[config.mk]
export PLATFORM = sky130hd
export DESIGN_NAME = uartrg_top
export DESIGN_NICKNAME = d
export VERILOG_FILES = /design/src/uartrg_top.v /design/src/uartrg_rate_gen.v /design/src/uartrg_rx.v
export VERILOG_INCLUDE_DIRS = /design/src
export SDC_FILE = /design/constraint.sdc
export NUM_CORES = 1
export LEC_CHECK = 0
export BUFFER_PORTS_ARGS = -buffer_cell sky130_fd_sc_hd__buf_2
export CORE_ASPECT_RATIO = 0.7
export CORE_MARGIN = 4
export CORE_UTILIZATION = 44
export DETAILED_ROUTE_END_ITERATION = 6
export PLACE_DENSITY = 0.71
export SYNTH_ARGS = -nofsm -noshare
export SYNTH_HDL_FRONTEND = slang
export SYNTH_HIERARCHICAL = 1
export SYNTH_SLANG_ARGS = --single-unit
[constraint.sdc]
create_clock -name ref_clk_i -period 3.7 [get_ports ref_clk_i]
set_clock_uncertainty 0.2 [all_clocks]
set_input_delay 0.555 -clock ref_clk_i [delete_from_list [all_inputs] [get_ports ref_clk_i]]
set_output_delay 0.555 -clock ref_clk_i [all_outputs]
set_load 0.005 [all_outputs]
[src/uartrg_consts.vh]
`ifndef UARTRG_CONSTS_VH
`define UARTRG_CONSTS_VH
// Register select codes {reg_select_hi, reg_select_lo}
`define URG_SEL_DATA 2'h0
`define URG_SEL_LINE 2'h1
`define URG_SEL_MODEM 2'h2
`define URG_SEL_RATE 2'h3
// Line configuration fields
`define URG_LC_LEN_LO 0
`define URG_LC_STOP 2
`define URG_LC_RXPAR_LO 3
`define URG_LC_TXPAR_EN 5
// Parity field codes: 00 none, 01 odd, 10 even
`define URG_PAR_NONE 2'h0
`define URG_PAR_ODD 2'h1
// Rate select fields
`define URG_RS_DIV_LO 0
`define URG_RS_PRE_LO 5
`define URG_RS_CO_SEL 7
// Modem control fields
`define URG_MC_DTR 0
`define URG_MC_RTS 1
`define URG_MC_IRQ_EN 2
`define URG_MC_MODE_LO 3
`define URG_MC_RX_EN 5
`define URG_MC_MIRQ_EN 6
// Operating modes
`define URG_MODE_NORMAL 2'h0
`define URG_MODE_BREAK 2'h1
`define URG_MODE_ECHO 2'h2
`define URG_MODE_LOOP 2'h3
// Line status bits
`define URG_LS_PAR 0
`define URG_LS_FRM 1
`define URG_LS_OVR 2
`define URG_LS_BRK 3
`define URG_LS_MS 4
`define URG_LS_TC 5
`define URG_LS_THE 6
`define URG_LS_RDY 7
`define URG_LS_RESET 8'h60
// Sixteen-times clock ticks per bit, mid-bit tick
`define URG_OVS 5'h10
`define URG_MID 4'h7
`endif

[src/uartrg_top.v]
`timescale 1ns/1ps
`include "uartrg_consts.vh"
module uartrg_top (
    // Clock and reset
    input wire ref_clk_i,
    input wire nrst_i,
    input wire ce_i,
    // Processor bus
    input wire chip_select_n_i,
    input wire reg_select_hi_i,
    input wire reg_select_lo_i,
    input wire wr_n_i,
    input wire rd_n_i,
    input wire [7:0] data_i,
    output reg [7:0] data_o,
    output reg data_oe_n_o,
    // Serial and modem pins
    input wire serial_in_i,
    output reg serial_out_o,
    input wire cts_n_i,
    input wire dsr_n_i,
    output reg rts_n_o,
    output reg dtr_n_o,
    // Status pins
    output reg tx_holding_empty_o,
    output reg rx_ready_o,
    output reg irq_out_o,
    output reg clock_out_pin_o
);
    reg [7:0] line_config_r;
    reg [7:0] rate_select_r;
    reg [7:0] modem_control_r;
    reg [7:0] line_status_r;
    reg [7:0] rx_holding_r;
    reg [7:0] tx_holding_r;
    reg [1:0] sin_s_r, cts_s_r, dsr_s_r;
    reg cts_d_r, dsr_d_r, tc_d_r, ms_d_r;
    reg wr_d_r, rd_d_r, clk_div_r;
    wire tick;
    wire clk16;
    wire rx_done;
    wire [7:0] rx_data;
    wire rx_par_bit, rx_perr, rx_ferr, rx_brk;
    wire [1:0] sel = {reg_select_hi_i, reg_select_lo_i};
    wire sel_ok = !chip_select_n_i;
    // Strobes are sampled on this clock; writes act at the leading edge, read side effects at the trailing edge
    wire wr_end = sel_ok && !wr_n_i && !wr_d_r;
    wire rd_act = sel_ok && !rd_n_i;
    wire rd_end = rd_d_r && rd_n_i;
    wire [1:0] mode = modem_control_r[`URG_MC_MODE_LO +: 2];
    wire cts = cts_s_r[1];
    reg serial_out_int;
    wire rx_line = (mode == `URG_MODE_LOOP) ? serial_out_int : sin_s_r[1];
    reg [3:0] tph_r;
    reg [3:0] tbit_r;
    reg tbusy_r;
    reg [10:0] tsh_r;
    reg [3:0] tlen_r;
    reg rd_ls_r;
    reg [1:0] rd_sel_r;
    // A holding read that ends with a new character frees the slot, so no overrun
    wire rbr_free = !rx_ready_o || (rd_end && rd_sel_r == `URG_SEL_DATA);
    uartrg_rate_gen u_rate (
        .ref_clk_i(ref_clk_i),
        .nrst_i(nrst_i),
        .ce_i(ce_i),
        .pre_sel_i(rate_select_r[`URG_RS_PRE_LO +: 2]),
        .div_sel_i(rate_select_r[`URG_RS_DIV_LO +: 5]),
        .tick_o(tick),
        .clk16_o(clk16)
    );
    uartrg_rx u_rx (
        .ref_clk_i(ref_clk_i),
        .nrst_i(nrst_i),
        .ce_i(ce_i),
        .tick_i(tick),
        .en_i(modem_control_r[`URG_MC_RX_EN]),
        .len_i(line_config_r[`URG_LC_LEN_LO +: 2]),
        .two_stop_i(line_config_r[`URG_LC_STOP]),
        .par_i(line_config_r[`URG_LC_RXPAR_LO +: 2]),
        .line_i(rx_line),
        .done_o(rx_done),
        .data_o(rx_data),
        .par_bit_o(rx_par_bit),
        .par_err_o(rx_perr),
        .frm_err_o(rx_ferr),
        .brk_o(rx_brk)
    );
    // Build a transmit frame: start, data LSB first, parity, stop
    function [10:0] frame;
        input [7:0] d;
        input [1:0] len;
        input pen;
        input pbit;
        reg [3:0] n;
        begin
            n = {2'h0, len} + 4'h5;
            frame = 11'h7FF;
            frame[8:1] = d | (8'hFF << n);
            if (pen) begin
                frame[n + 4'h1] = pbit;
            end
            frame[0] = 1'b0;
        end
    endfunction
    wire [3:0] tx_n = {2'h0, line_config_r[`URG_LC_LEN_LO +: 2]} + 4'h5;
    wire tx_pen = line_config_r[`URG_LC_TXPAR_EN];
    wire [3:0] tx_bits = tx_n + 4'h2 + {3'h0, tx_pen} + {3'h0, line_config_r[`URG_LC_STOP]};
    wire tx_pbit = ^(tx_holding_r & ~(8'hFF << tx_n)) ^ line_config_r[`URG_LC_RXPAR_LO];
    wire echo = (mode == `URG_MODE_ECHO);
    always @(posedge ref_clk_i or negedge nrst_i) begin
        if (!nrst_i) begin
            sin_s_r <= 2'h3;
            cts_s_r <= 2'h0;
            dsr_s_r <= 2'h0;
            cts_d_r <= 1'b0;
            dsr_d_r <= 1'b0;
            tc_d_r <= 1'b1;
            ms_d_r <= 1'b0;
            wr_d_r <= 1'b0;
            rd_d_r <= 1'b0;
            rd_ls_r <= 1'b0;
            rd_sel_r <= 2'h0;
            clk_div_r <= 1'b0;
            line_config_r <= 8'h00;
            rate_select_r <= 8'h00;
            modem_control_r <= 8'h00;
            line_status_r <= `URG_LS_RESET;
            rx_holding_r <= 8'h00;
            tx_holding_r <= 8'h00;
            tph_r <= 4'h0;
            tbit_r <= 4'h0;
            tbusy_r <= 1'b0;
            tsh_r <= 11'h7FF;
            tlen_r <= 4'h0;
            serial_out_int <= 1'b1;
            serial_out_o <= 1'b1;
            data_o <= 8'h00;
            data_oe_n_o <= 1'b1;
            rts_n_o <= 1'b1;
            dtr_n_o <= 1'b1;
            tx_holding_empty_o <= 1'b1;
            rx_ready_o <= 1'b0;
            irq_out_o <= 1'b0;
            clock_out_pin_o <= 1'b0;
        end else if (ce_i) begin
            sin_s_r <= {sin_s_r[0], serial_in_i};
            cts_s_r <= {cts_s_r[0], !cts_n_i};
            dsr_s_r <= {dsr_s_r[0], !dsr_n_i};
            cts_d_r <= cts_s_r[1];
            dsr_d_r <= dsr_s_r[1];
            wr_d_r <= sel_ok && !wr_n_i;
            rd_d_r <= rd_act;
            if (rd_act) begin
                rd_sel_r <= sel;
                rd_ls_r <= (sel == `URG_SEL_LINE);
            end
            clk_div_r <= !clk_div_r;
            // Register writes
            if (wr_end) begin
                case (sel)
                    `URG_SEL_DATA: begin
                        tx_holding_r <= data_i;
                        line_status_r[`URG_LS_THE] <= 1'b0;
                    end
                    `URG_SEL_LINE: line_config_r <= {2'h0, data_i[5:0]};
                    `URG_SEL_MODEM: modem_control_r <= {1'b0, data_i[6:0]};
                    `URG_SEL_RATE: rate_select_r <= data_i;
                    default: rate_select_r <= rate_select_r;
                endcase
            end
            // Read data
            data_oe_n_o <= !rd_act;
            case (sel)
                `URG_SEL_DATA: data_o <= rx_holding_r;
                `URG_SEL_LINE: data_o <= line_status_r;
                `URG_SEL_MODEM: data_o <= modem_control_r;
                `URG_SEL_RATE: data_o <= {6'h00, dsr_s_r[1], cts_s_r[1]};
                default: data_o <= 8'h00;
            endcase
            // Status read clears at strobe end; a bit set in that same cycle stays set
            if (rd_end && rd_ls_r) begin
                line_status_r <= 8'h00;
                tc_d_r <= 1'b0;
                ms_d_r <= 1'b0;
            end
            if (rd_end && rd_sel_r == `URG_SEL_DATA) begin
                line_status_r[`URG_LS_RDY] <= 1'b0;
                rx_ready_o <= 1'b0;
            end
            if ((cts_s_r[1] ^ cts_d_r) || (dsr_s_r[1] ^ dsr_d_r)) begin
                line_status_r[`URG_LS_MS] <= 1'b1;
            end
            if (rx_done) begin
                line_status_r[`URG_LS_OVR] <= !rbr_free;
                line_status_r[`URG_LS_FRM] <= rx_ferr;
                line_status_r[`URG_LS_PAR] <= rx_perr;
                line_status_r[`URG_LS_BRK] <= rx_brk;
                if (rbr_free) begin
                    rx_holding_r <= rx_data;
                    line_status_r[`URG_LS_RDY] <= 1'b1;
                    rx_ready_o <= 1'b1;
                end
            end
            // Transmitter
            if (tick && tbusy_r) begin
                tph_r <= tph_r + 4'h1;
                if (tph_r == 4'hF) begin
                    tsh_r <= {1'b1, tsh_r[10:1]};
                    tbit_r <= tbit_r + 4'h1;
                    if (tbit_r == tlen_r - 4'h1) begin
                        tbusy_r <= 1'b0; // character always completes
                    end
                end
            end else if (!tbusy_r && echo && rx_done) begin
                // Echo ignores programmed transmit parity
                tsh_r <= frame(rx_data, line_config_r[1:0],
                    line_config_r[`URG_LC_RXPAR_LO +: 2] != `URG_PAR_NONE, rx_par_bit);
                tlen_r <= tx_n + 4'h2 + {3'h0, line_config_r[`URG_LC_RXPAR_LO +: 2] != 2'h0};
                tbusy_r <= 1'b1;
                tph_r <= 4'h0;
                tbit_r <= 4'h0;
            end else if (!tbusy_r && !tx_holding_empty_o && !wr_end &&
                         (cts || mode == `URG_MODE_LOOP)) begin
                tsh_r <= (mode == `URG_MODE_BREAK) ? 11'h000 :
                    frame(tx_holding_r, line_config_r[1:0], tx_pen, tx_pbit);
                tlen_r <= tx_bits;
                tbusy_r <= 1'b1;
                tph_r <= 4'h0;
                tbit_r <= 4'h0;
                tx_holding_empty_o <= 1'b1;
                line_status_r[`URG_LS_THE] <= 1'b1;
            end
            if (wr_end && sel == `URG_SEL_DATA) begin
                tx_holding_empty_o <= 1'b0;
            end
            serial_out_int <= tbusy_r ? tsh_r[0] : 1'b1;
            serial_out_o <= (mode == `URG_MODE_LOOP || !tbusy_r) ? 1'b1 : tsh_r[0];
            tc_d_r <= !tbusy_r && tx_holding_empty_o;
            if (!tbusy_r && tx_holding_empty_o && !tc_d_r) begin
                line_status_r[`URG_LS_TC] <= 1'b1;
            end
            ms_d_r <= line_status_r[`URG_LS_MS];
            rts_n_o <= !modem_control_r[`URG_MC_RTS];
            dtr_n_o <= !modem_control_r[`URG_MC_DTR];
            // Empty and ready never reach the interrupt
            irq_out_o <= modem_control_r[`URG_MC_IRQ_EN] && (line_status_r[`URG_LS_TC] ||
                (modem_control_r[`URG_MC_MIRQ_EN] && line_status_r[`URG_LS_MS]));
            // Buffered input modelled as half-rate copy of the reference clock
            clock_out_pin_o <= rate_select_r[`URG_RS_CO_SEL] ? clk16 : clk_div_r;
        end
    end
endmodule

[src/uartrg_rate_gen.v]
`timescale 1ns/1ps
`include "uartrg_consts.vh"
module uartrg_rate_gen (
    // Clock and reset
    input wire ref_clk_i,
    input wire nrst_i,
    input wire ce_i,
    // Select
    input wire [1:0] pre_sel_i,
    input wire [4:0] div_sel_i,
    // Sixteen-times output
    output reg tick_o,
    output reg clk16_o
);
    // Half-period in thirds of a prescaler period; fractional entries use thirds
    function [10:0] half3;
        input [4:0] s;
        begin
            case (s)
                5'h01: half3 = 11'h003;
                5'h02: half3 = 11'h006;
                5'h03: half3 = 11'h008;
                5'h04: half3 = 11'h00C;
                5'h05: half3 = 11'h010;
                5'h06: half3 = 11'h018;
                5'h07: half3 = 11'h01D;
                5'h08: half3 = 11'h021;
                5'h09: half3 = 11'h030;
                5'h0A: half3 = 11'h060;
                5'h0B: half3 = 11'h0C0;
                5'h0C: half3 = 11'h120;
                5'h0D: half3 = 11'h180;
                5'h0E: half3 = 11'h1B0;
                5'h0F: half3 = 11'h210;
                5'h10: half3 = 11'h300;
                5'h11: half3 = 11'h480;
                default: half3 = 11'h000;
            endcase
        end
    endfunction
    wire [2:0] pre_div = (pre_sel_i == 2'h0) ? 3'h1 : {1'b0, pre_sel_i} + 3'h2;
    reg [2:0] pre_cnt_r;
    reg [11:0] acc_r;
    wire pre_tick = (pre_cnt_r == pre_div - 3'h1);
    wire ext_sel = (half3(div_sel_i) == 11'h000);
    // Fractional divisors dither by thirds, so edges jitter by one prescaler tick
    always @(posedge ref_clk_i or negedge nrst_i) begin
        if (!nrst_i) begin
            pre_cnt_r <= 3'h0;
            acc_r <= 12'h000;
            tick_o <= 1'b0;
            clk16_o <= 1'b0;
        end else if (ce_i) begin
            tick_o <= 1'b0;
            pre_cnt_r <= pre_tick ? 3'h0 : pre_cnt_r + 3'h1;
            if (ext_sel) begin
                // External divisor: prescaler output direct, uneven for 3 and 5
                clk16_o <= (pre_cnt_r < {1'b0, pre_div[2:1]}) || (pre_div == 3'h1 && !clk16_o);
                tick_o <= pre_tick;
            end else if (pre_tick) begin
                if (acc_r + 12'h003 >= {1'b0, half3(div_sel_i)}) begin
                    acc_r <= acc_r + 12'h003 - {1'b0, half3(div_sel_i)};
                    clk16_o <= !clk16_o;
                    tick_o <= clk16_o;
                end else begin
                    acc_r <= acc_r + 12'h003;
                end
            end
        end
    end
endmodule

[src/uartrg_rx.v]
`timescale 1ns/1ps
`include "uartrg_consts.vh"
module uartrg_rx (
    // Clock and reset
    input wire ref_clk_i,
    input wire nrst_i,
    input wire ce_i,
    // Control
    input wire tick_i,
    input wire en_i,
    input wire [1:0] len_i,
    input wire two_stop_i,
    input wire [1:0] par_i,
    input wire line_i,
    // Character out
    output reg done_o,
    output reg [7:0] data_o,
    output reg par_bit_o,
    output reg par_err_o,
    output reg frm_err_o,
    output reg brk_o
);
    reg [3:0] ph_r;
    reg [3:0] bit_r;
    reg busy_r;
    reg zero_r;
    reg [7:0] sh_r;
    wire [3:0] nd = {2'h0, len_i} + 4'h5;
    wire has_par = (par_i != `URG_PAR_NONE);
    wire [3:0] last = nd + {3'h0, has_par};
    // Only the first stop bit is checked; a second one just idles
    always @(posedge ref_clk_i or negedge nrst_i) begin
        if (!nrst_i) begin
            ph_r <= 4'h0;
            bit_r <= 4'h0;
            busy_r <= 1'b0;
            zero_r <= 1'b0;
            sh_r <= 8'h00;
            done_o <= 1'b0;
            data_o <= 8'h00;
            par_bit_o <= 1'b0;
            par_err_o <= 1'b0;
            frm_err_o <= 1'b0;
            brk_o <= 1'b0;
        end else if (ce_i) begin
            done_o <= 1'b0;
            if (!en_i) begin
                busy_r <= 1'b0;
            end else if (tick_i) begin
                if (!busy_r) begin
                    ph_r <= 4'h0;
                    bit_r <= 4'h0;
                    zero_r <= 1'b1;
                    busy_r <= !line_i;
                end else begin
                    ph_r <= ph_r + 4'h1;
                    if (ph_r == `URG_MID) begin
                        ph_r <= `URG_MID - 4'hF + 4'hF - `URG_MID - 4'h8 + 4'h0; // next sample 16 on
                        zero_r <= zero_r & !line_i;
                        bit_r <= bit_r + 4'h1;
                        if (bit_r == 4'h0) begin
                            busy_r <= !line_i; // false start
                        end else if (bit_r <= nd) begin
                            sh_r <= {line_i, sh_r[7:1]};
                        end else if (bit_r <= last) begin
                            par_bit_o <= line_i;
                        end else begin
                            busy_r <= 1'b0;
                            done_o <= 1'b1;
                            data_o <= sh_r >> (4'h8 - nd);
                            frm_err_o <= !line_i;
                            par_err_o <= has_par &&
                                ((^(sh_r >> (4'h8 - nd))) ^ par_bit_o ^ (par_i == `URG_PAR_ODD));
                            brk_o <= zero_r & !line_i;
                        end
                    end
                end
            end
        end
    end
    wire unused_stop = two_stop_i;
endmodule

; ---- Word level (Yosys, flattened, before mapping)
; Memory sizes are Yosys's and may differ from the RTL's.
; Cells that the tools add are included.
; Widths: inputs -> output; s select.
[word_totals]
n_memories = 3
inputBits = 19
register_bits = 149
output_inout_bits = 16
mem_bits_ro = 1056
[memory_table]
columns = name, words, width, rd, rd_ports_with_merged_regs, write_ports, line
row1 = (no name shown), 32, 11, 1, 0, 0, uartrg_rate_gen.v:19  ; case (s)
row2 = (no name shown), 32, 11, 1, 0, 0, uartrg_rate_gen.v:19
row3 = (no name shown), 32, 11, 1, 0, 0, uartrg_rate_gen.v:19
[op_classes]
mux = 82
n_reduce_logical = 82
n_shift = 2
n_addsub = 18
n_bitwise = 15
eq_ne = 18
order_cmp = 6
[ops]
columns = op, count
row1 = $mux 11, 14
row2 = $mux 1, 48
row3 = $mux 4, 12
row4 = $pmux 8 s4, 1
row5 = $reduce_and 3->1, 10
row6 = $bwmux 11, 2
row7 = $add 4x1->4 const B, 5
row8 = $logic_and 1x1->1, 20
row9 = $logic_not 1->1, 18
row10 = $add 4x1->4, 4
row11 = $or 8x8->8, 2
row12 = $reduce_and 8->1, 2
row13 = $reduce_bool 2->1, 8
row14 = $reduce_xor 8->1, 2
row15 = $add 12x2->12 const B, 1
row16 = $ge 12x11->1, 1
row17 = $mux 12, 1
row18 = $reduce_and 2->1, 6
row19 = $reduce_and 4->1, 3
row20 = $sub 12x11->12, 1
row21 = $logic_not 11->1, 1
row22 = $ne 2x1->1 const B, 5
row23 = $and 8x8->8, 1
row24 = $eq 2x2->1 const B, 4
row25 = 32 further kinds, 51

; ---- Depth between registers and ports, before layout
[depth]
word_depth = 14
mapped_depth = 16
ltp_nobuf = 14

; ---- By module
; Netlist, hierarchy kept.
[modules_own_cells]
columns = mod, seq_area_each_um2, cells_per_inst, area_each_um2, instances
row1 = uartrg_top, 2555.0, 473, 5104.9, 1
row2 = uartrg_rate_gen, 425.4, 245, 2034.5, 1
row3 = uartrg_rx, 775.7, 177, 1949.4, 1

; ---- Least setup slack after synthesis
; No wires, ideal clock.
[synth_timing]
path_kind = register to register
from = register line_config_r[0]
to = register u_rx.data_o[0]
synth_period_minus_slack_ps = 3602
arrival_time_ps = 3277
path_slack_ps = 98
path_stages_with_launch = 13
cell_sequence = dfrtp_1 -> clkbuf_1 -> inv_1 -> ha_1 -> fa_1 -> inv_1 -> ha_1 -> nor2b_1 -> o21ai_0 -> a21oi_1 -> or3b_2 -> clkbuf_1 -> mux2_2
[synth_via]
elab_chain_cells = 5
elab_cells_between_ends = 9
[synth_rtl]
columns = element, line
row1 = "start, declared", uartrg_top.v:30  ; reg [7:0] line_config_r;
row2 = "start signal, assigned", uartrg_top.v:166  ; `URG_SEL_LINE: line_config_r <= {2'h0, data_i[5:0]};
row3 = $add 2x3->4 (*), uartrg_rx.v:28  ; wire [3:0] nd = {2'h0, len_i} + 4'h5;
row4 = $add 4x1->4, uartrg_rx.v:30  ; wire [3:0] last = nd + {3'h0, has_par};
row5 = $le 4x4->1, uartrg_rx.v:65  ; end else if (bit_r <= last) begin
row6 = $not 1->1 (no line), --
row7 = $reduce_and 8->1 (no line), --
row8 = "end signal, assigned", uartrg_rx.v:70  ; data_o <= sh_r >> (4'h8 - nd);
row9 = "end, declared", uartrg_rx.v:17  ; output reg [7:0] data_o,
; Every way passes the cells marked *; elsewhere a longest branch is shown, timed or not.
; A chain may end at the register's enable or synchronous reset.

; ---- Worst setup path after layout
[layout_timing]
from = register u_rate.acc_r[1]
to = register u_rate.clk16_o
[layout_via]
elab_chain_cells = 4
[layout_rtl]
columns = element, line
row1 = "start, declared", uartrg_rate_gen.v:43  ; reg [11:0] acc_r;
row2 = "start signal, assigned", uartrg_rate_gen.v:62  ; acc_r <= acc_r + 12'h003 - {1'b0, half3(div_sel_i)};
row3 = "start signal, assigned", uartrg_rate_gen.v:66  ; acc_r <= acc_r + 12'h003;
row4 = $add 12x2->12, uartrg_rate_gen.v:61  ; if (acc_r + 12'h003 >= {1'b0, half3(div_sel_i)}) begin
row5 = $ge 12x11->1, uartrg_rate_gen.v:61
row6 = $reduce_bool 2->1 (no line), --
row7 = $reduce_and 3->1 (no line), --
row8 = "end signal, assigned", uartrg_rate_gen.v:58  ; clk16_o <= (pre_cnt_r < {1'b0, pre_div[2:1]}) || (pre_div == 3'h1 && !clk16_o);
row9 = "end signal, assigned", uartrg_rate_gen.v:63  ; clk16_o <= !clk16_o;
row10 = "end, declared", uartrg_rate_gen.v:13  ; output reg clk16_o
; No other way between the ends.

==> results.md <==
- RR Endpoint: u_rate/clk16_o
- Total power: 0.00764 W
- DP Wirelength: 15900 um
- Post-Syn Area: 9090 sq um
- Register area share after synthesis: 0.413
- Num CTS Buffers: 17
- Routed length per placed instance: 18.2 um
- Placed cell count: 1179
- Die area: 23100 sq um
- GRT Residual Overflow: 0
- # H-tree levels: 4
- Critical path type: reg -> reg
- Nets: 1002
- Hold path depth: 2
- Die Span Y: 128 um
- CP max stage cell: or4b_4
- FF-to-FF Start: u_rate/acc_r[1]
- Max stage delay on crit path: 0.55 ns
- Detailed-route via count: 6987
- Share of layout cells above drive strength 1: 0.225
- Post-synth ARST share: 1.00
- YS warnings: 6
- Primary FF master, synth: dfrtp_1
- Netlist cell types: 82
- Count of buffer and inverter cells on the critical path: 2
- CTS tree: done
- CP arrival: 3.60 ns
- Syn_nets: 968
- First-pass GRT wire length: 36000 um
- IO Pins: 35
- Initial core utilization: 0.453
- CP max FO: 18
- Final core occ: 0.507
- Reg2Reg Depth: 14
- DR pass1 iterations: 5
- Area after DPL: 9570 sq um
- Initial antenna violation count: 0
- Crit path launch type: flip-flop
- GPL Wtd Cong: 0.904
- Setup tns final: 0 ns
- Drt drc: 0
- Core Region: 20100 sq um
- Post-CTS Setup Repair Bufs: 0
- Worst EP required: 3.81 ns
- Status: finished, final reports clean
- Starting DRT DRC Count: 611
- Type of the tightest min-delay check: in -> reg
- Slew Limit Fails: 0
- Hold path start: cts_n_i
- Final std cells w/o fill: 1212
- Finished Cell Area: 10200 sq um
- Die X-Extent: 180 um
- Largest area contributor in the netlist: dfrtp_1
- Gr usage total: 0.193
- Slew Limit Headroom: 0.489
- Top Family by Delay on Critical Path: simple AND/OR/NAND/NOR gates
- Cells after synthesis: 895
- Minimum clock period: 3.49 ns
- Max VDD drop: 0.476 mV
- WL final: 22000 um
- Cell row count: 43
- Vias per cell: 5.76
- Area Overhead vs Synth: 12.0%
- Cell chain of the critical path: inv_1 > ha_1 > nor2b_2 > and3_4 > and2_1 > xor2_1 > ha_1 > a211oi_2 > nor2_1 > or4b_4 > buf_12 > and2_1 > o21ai_1 > a21oi_1
- Mean cell area of the mapped netlist: 10.2 sq um
- Antenna viol nets, final: 0
- Pwr Density: 751 nW/um^2
- Clk root buf: clkbuf_16
- Internal reg-to-reg setup slack: 0.21 ns
- Vias in the first global route: 6657
- IO buf count: 34
- Period Utilization, post-route: 0.944
- Post-synth EDFFs: 0
- Register bit total from synthesis: 149
- Largest cells by area after synthesis: dfrtp_1, mux2_2, ha_1
- ANT cells: 0
- Hold Path Sink: cts_s_r[0]
- Most frequent cell after synthesis: dfrtp_1
- Finish-stage setup viols: 0
- P_leak: 4.59 nW
- Clk buf depth: 2
- Share of the synthesized area in the top cell type: 0.350
- Largest net degree at the start of global routing: 50
- Worst-Margin Slew: 0.766 ns
- # Max-Cap Violations: 0
- Worst-path clk slew: 0.07 ns
- Clock tree sinks: 149
- Peak Freq: 286 MHz
- Final hold vios: 0
- Nature of the critical path endpoint: flip-flop
- Clock Latency Late Sink: 0.42 ns
- Commonest cells in the netlist: dfrtp_1, nand2_1, mux2_2
==> kinds of logic (layout without fill, tap and decap cells) <==
family,Yosys count,count (layout),share of synthesized area
and+or+nand+nor,265,265,0.148
buffers and inverters,79,126,0.0377
AOI/OAI and AO/OA,200,200,0.141
muxes,103,103,0.135
adders and majority gates,54,54,0.0768
xor gates and xnor gates,45,45,0.0474
DFF,149,149,0.413
==> state kept, by name (all words and copies together) (netlist names), 3 cells and up <==
name              count
tx_holding_r          8
tsh_r                11
u_rx/bit_r            4
tlen_r                4
tbit_r                4
tph_r                 4
line_status_r         8
line_config_r         6
u_rx/ph_r             4
rx_holding_r          8
modem_control_r       7
data_o                8
u_rx/sh_r             8
u_rate/acc_r         12
u_rx/data_o           8
rate_select_r         8
u_rate/pre_cnt_r      3
==> area by class of cell <==
type	count	area, sq um
Fill cell	1788	9890
Multi-Input combinational cell	667	5020
Sequential cell	149	3760
Clock buffer	18	429
Timing Repair Buffer	54	342
Tap cell	270	338
Inverter	40	150
Clock inverter	14	140
==> cell usage in the layout, fill, tap and decap left out, types with 9 or more instances in the layout <==
cell type | Yosys | final
dfrtp_1 | 127 | 126
nand2_1 | 80 | 80
mux2_2 | 74 | 74
o21ai_0 | 55 | 54
nor2_1 | 53 | 53
ha_1 | 51 | 50
a21oi_1 | 44 | 44
inv_1 | 39 | 39
buf_2 | 11 | 33
nand3_1 | 25 | 25
xnor2_1 | 22 | 22
dfstp_2 | 22 | 22
mux2i_1 | 21 | 21
xor2_1 | 20 | 20
nor2b_1 | 19 | 18
buf_4 | 2 | 18
clkbuf_16 | 0 | 17
nor3_1 | 15 | 15
nand4_1 | 14 | 14
o21ai_1 | 13 | 13
nand2b_1 | 11 | 11
and3_1 | 10 | 9
==> through the flow <==
step / setup WS, ns / hold slack (ns)
finish: 0.207 / 0.103
global route: -0.0276 / 0.104
CTS: 0.0712 / 0.0876
detailed placement: 0.0973 / 0.256
global placement: 0.174 / 0.253
floorplan: 0.0981 / 0.0594
==> what timing repair did <==
item                                   CTS  global route
hold buffers                             1             0
gates resized for setup                  0            10
endpoints found under the hold margin   42             0
setup endpoints to repair                0            12
==> how the worst max path moves through the flow <==
| stage | start | end | slack, ns | cells past startpoint |
|---|---|---|---|---|
| CTS | rate_select_r[0] | u_rate/clk16_o | 0.07 | 14 |
| detailed placement | rate_select_r[0] | u_rate/clk16_o | 0.1 | 14 |
| floorplan | line_config_r[0] | u_rx/data_o[0] | 0.1 | 12 |
| global placement | rate_select_r[1] | u_rate/clk16_o | 0.17 | 15 |
| global route | rate_select_r[0] | u_rate/clk16_o | -0.03 | 13 |
| finish | u_rate/acc_r[1] | u_rate/clk16_o | 0.21 | 14 |
==> worst register-to-register path, cell delays in order, from the launching register on <==
cell,delay [ns]
dfrtp_1,0.36
inv_1,0.07
ha_1,0.23
nor2b_2,0.16
and3_4,0.22
and2_1,0.20
xor2_1,0.17
ha_1,0.31
a211oi_2,0.29
nor2_1,0.09
or4b_4,0.55
buf_12,0.17
and2_1,0.16
o21ai_1,0.13
a21oi_1,0.08
==> metal layers <==
metal | share of wire | GRT usage | up-vias
li1 | - | - | 3297
met1 | 0.51 | 0.302 | 3454
met2 | 0.43 | 0.283 | 222
met3 | 0.055 | 0.0306 | 14
met4 | 0.0064 | 0.0358 | 0
met5 | 0 | 0 | -
==> where the power goes <==
group / switching, W / internal [W] / total [W]
Sequential: 0.000393 / 0.00204 / 0.00243
Clock: 0.000742 / 0.000944 / 0.00169
Combinational: 0.00193 / 0.00159 / 0.00352
Note: power is estimated with default switching activity, not from simulation.
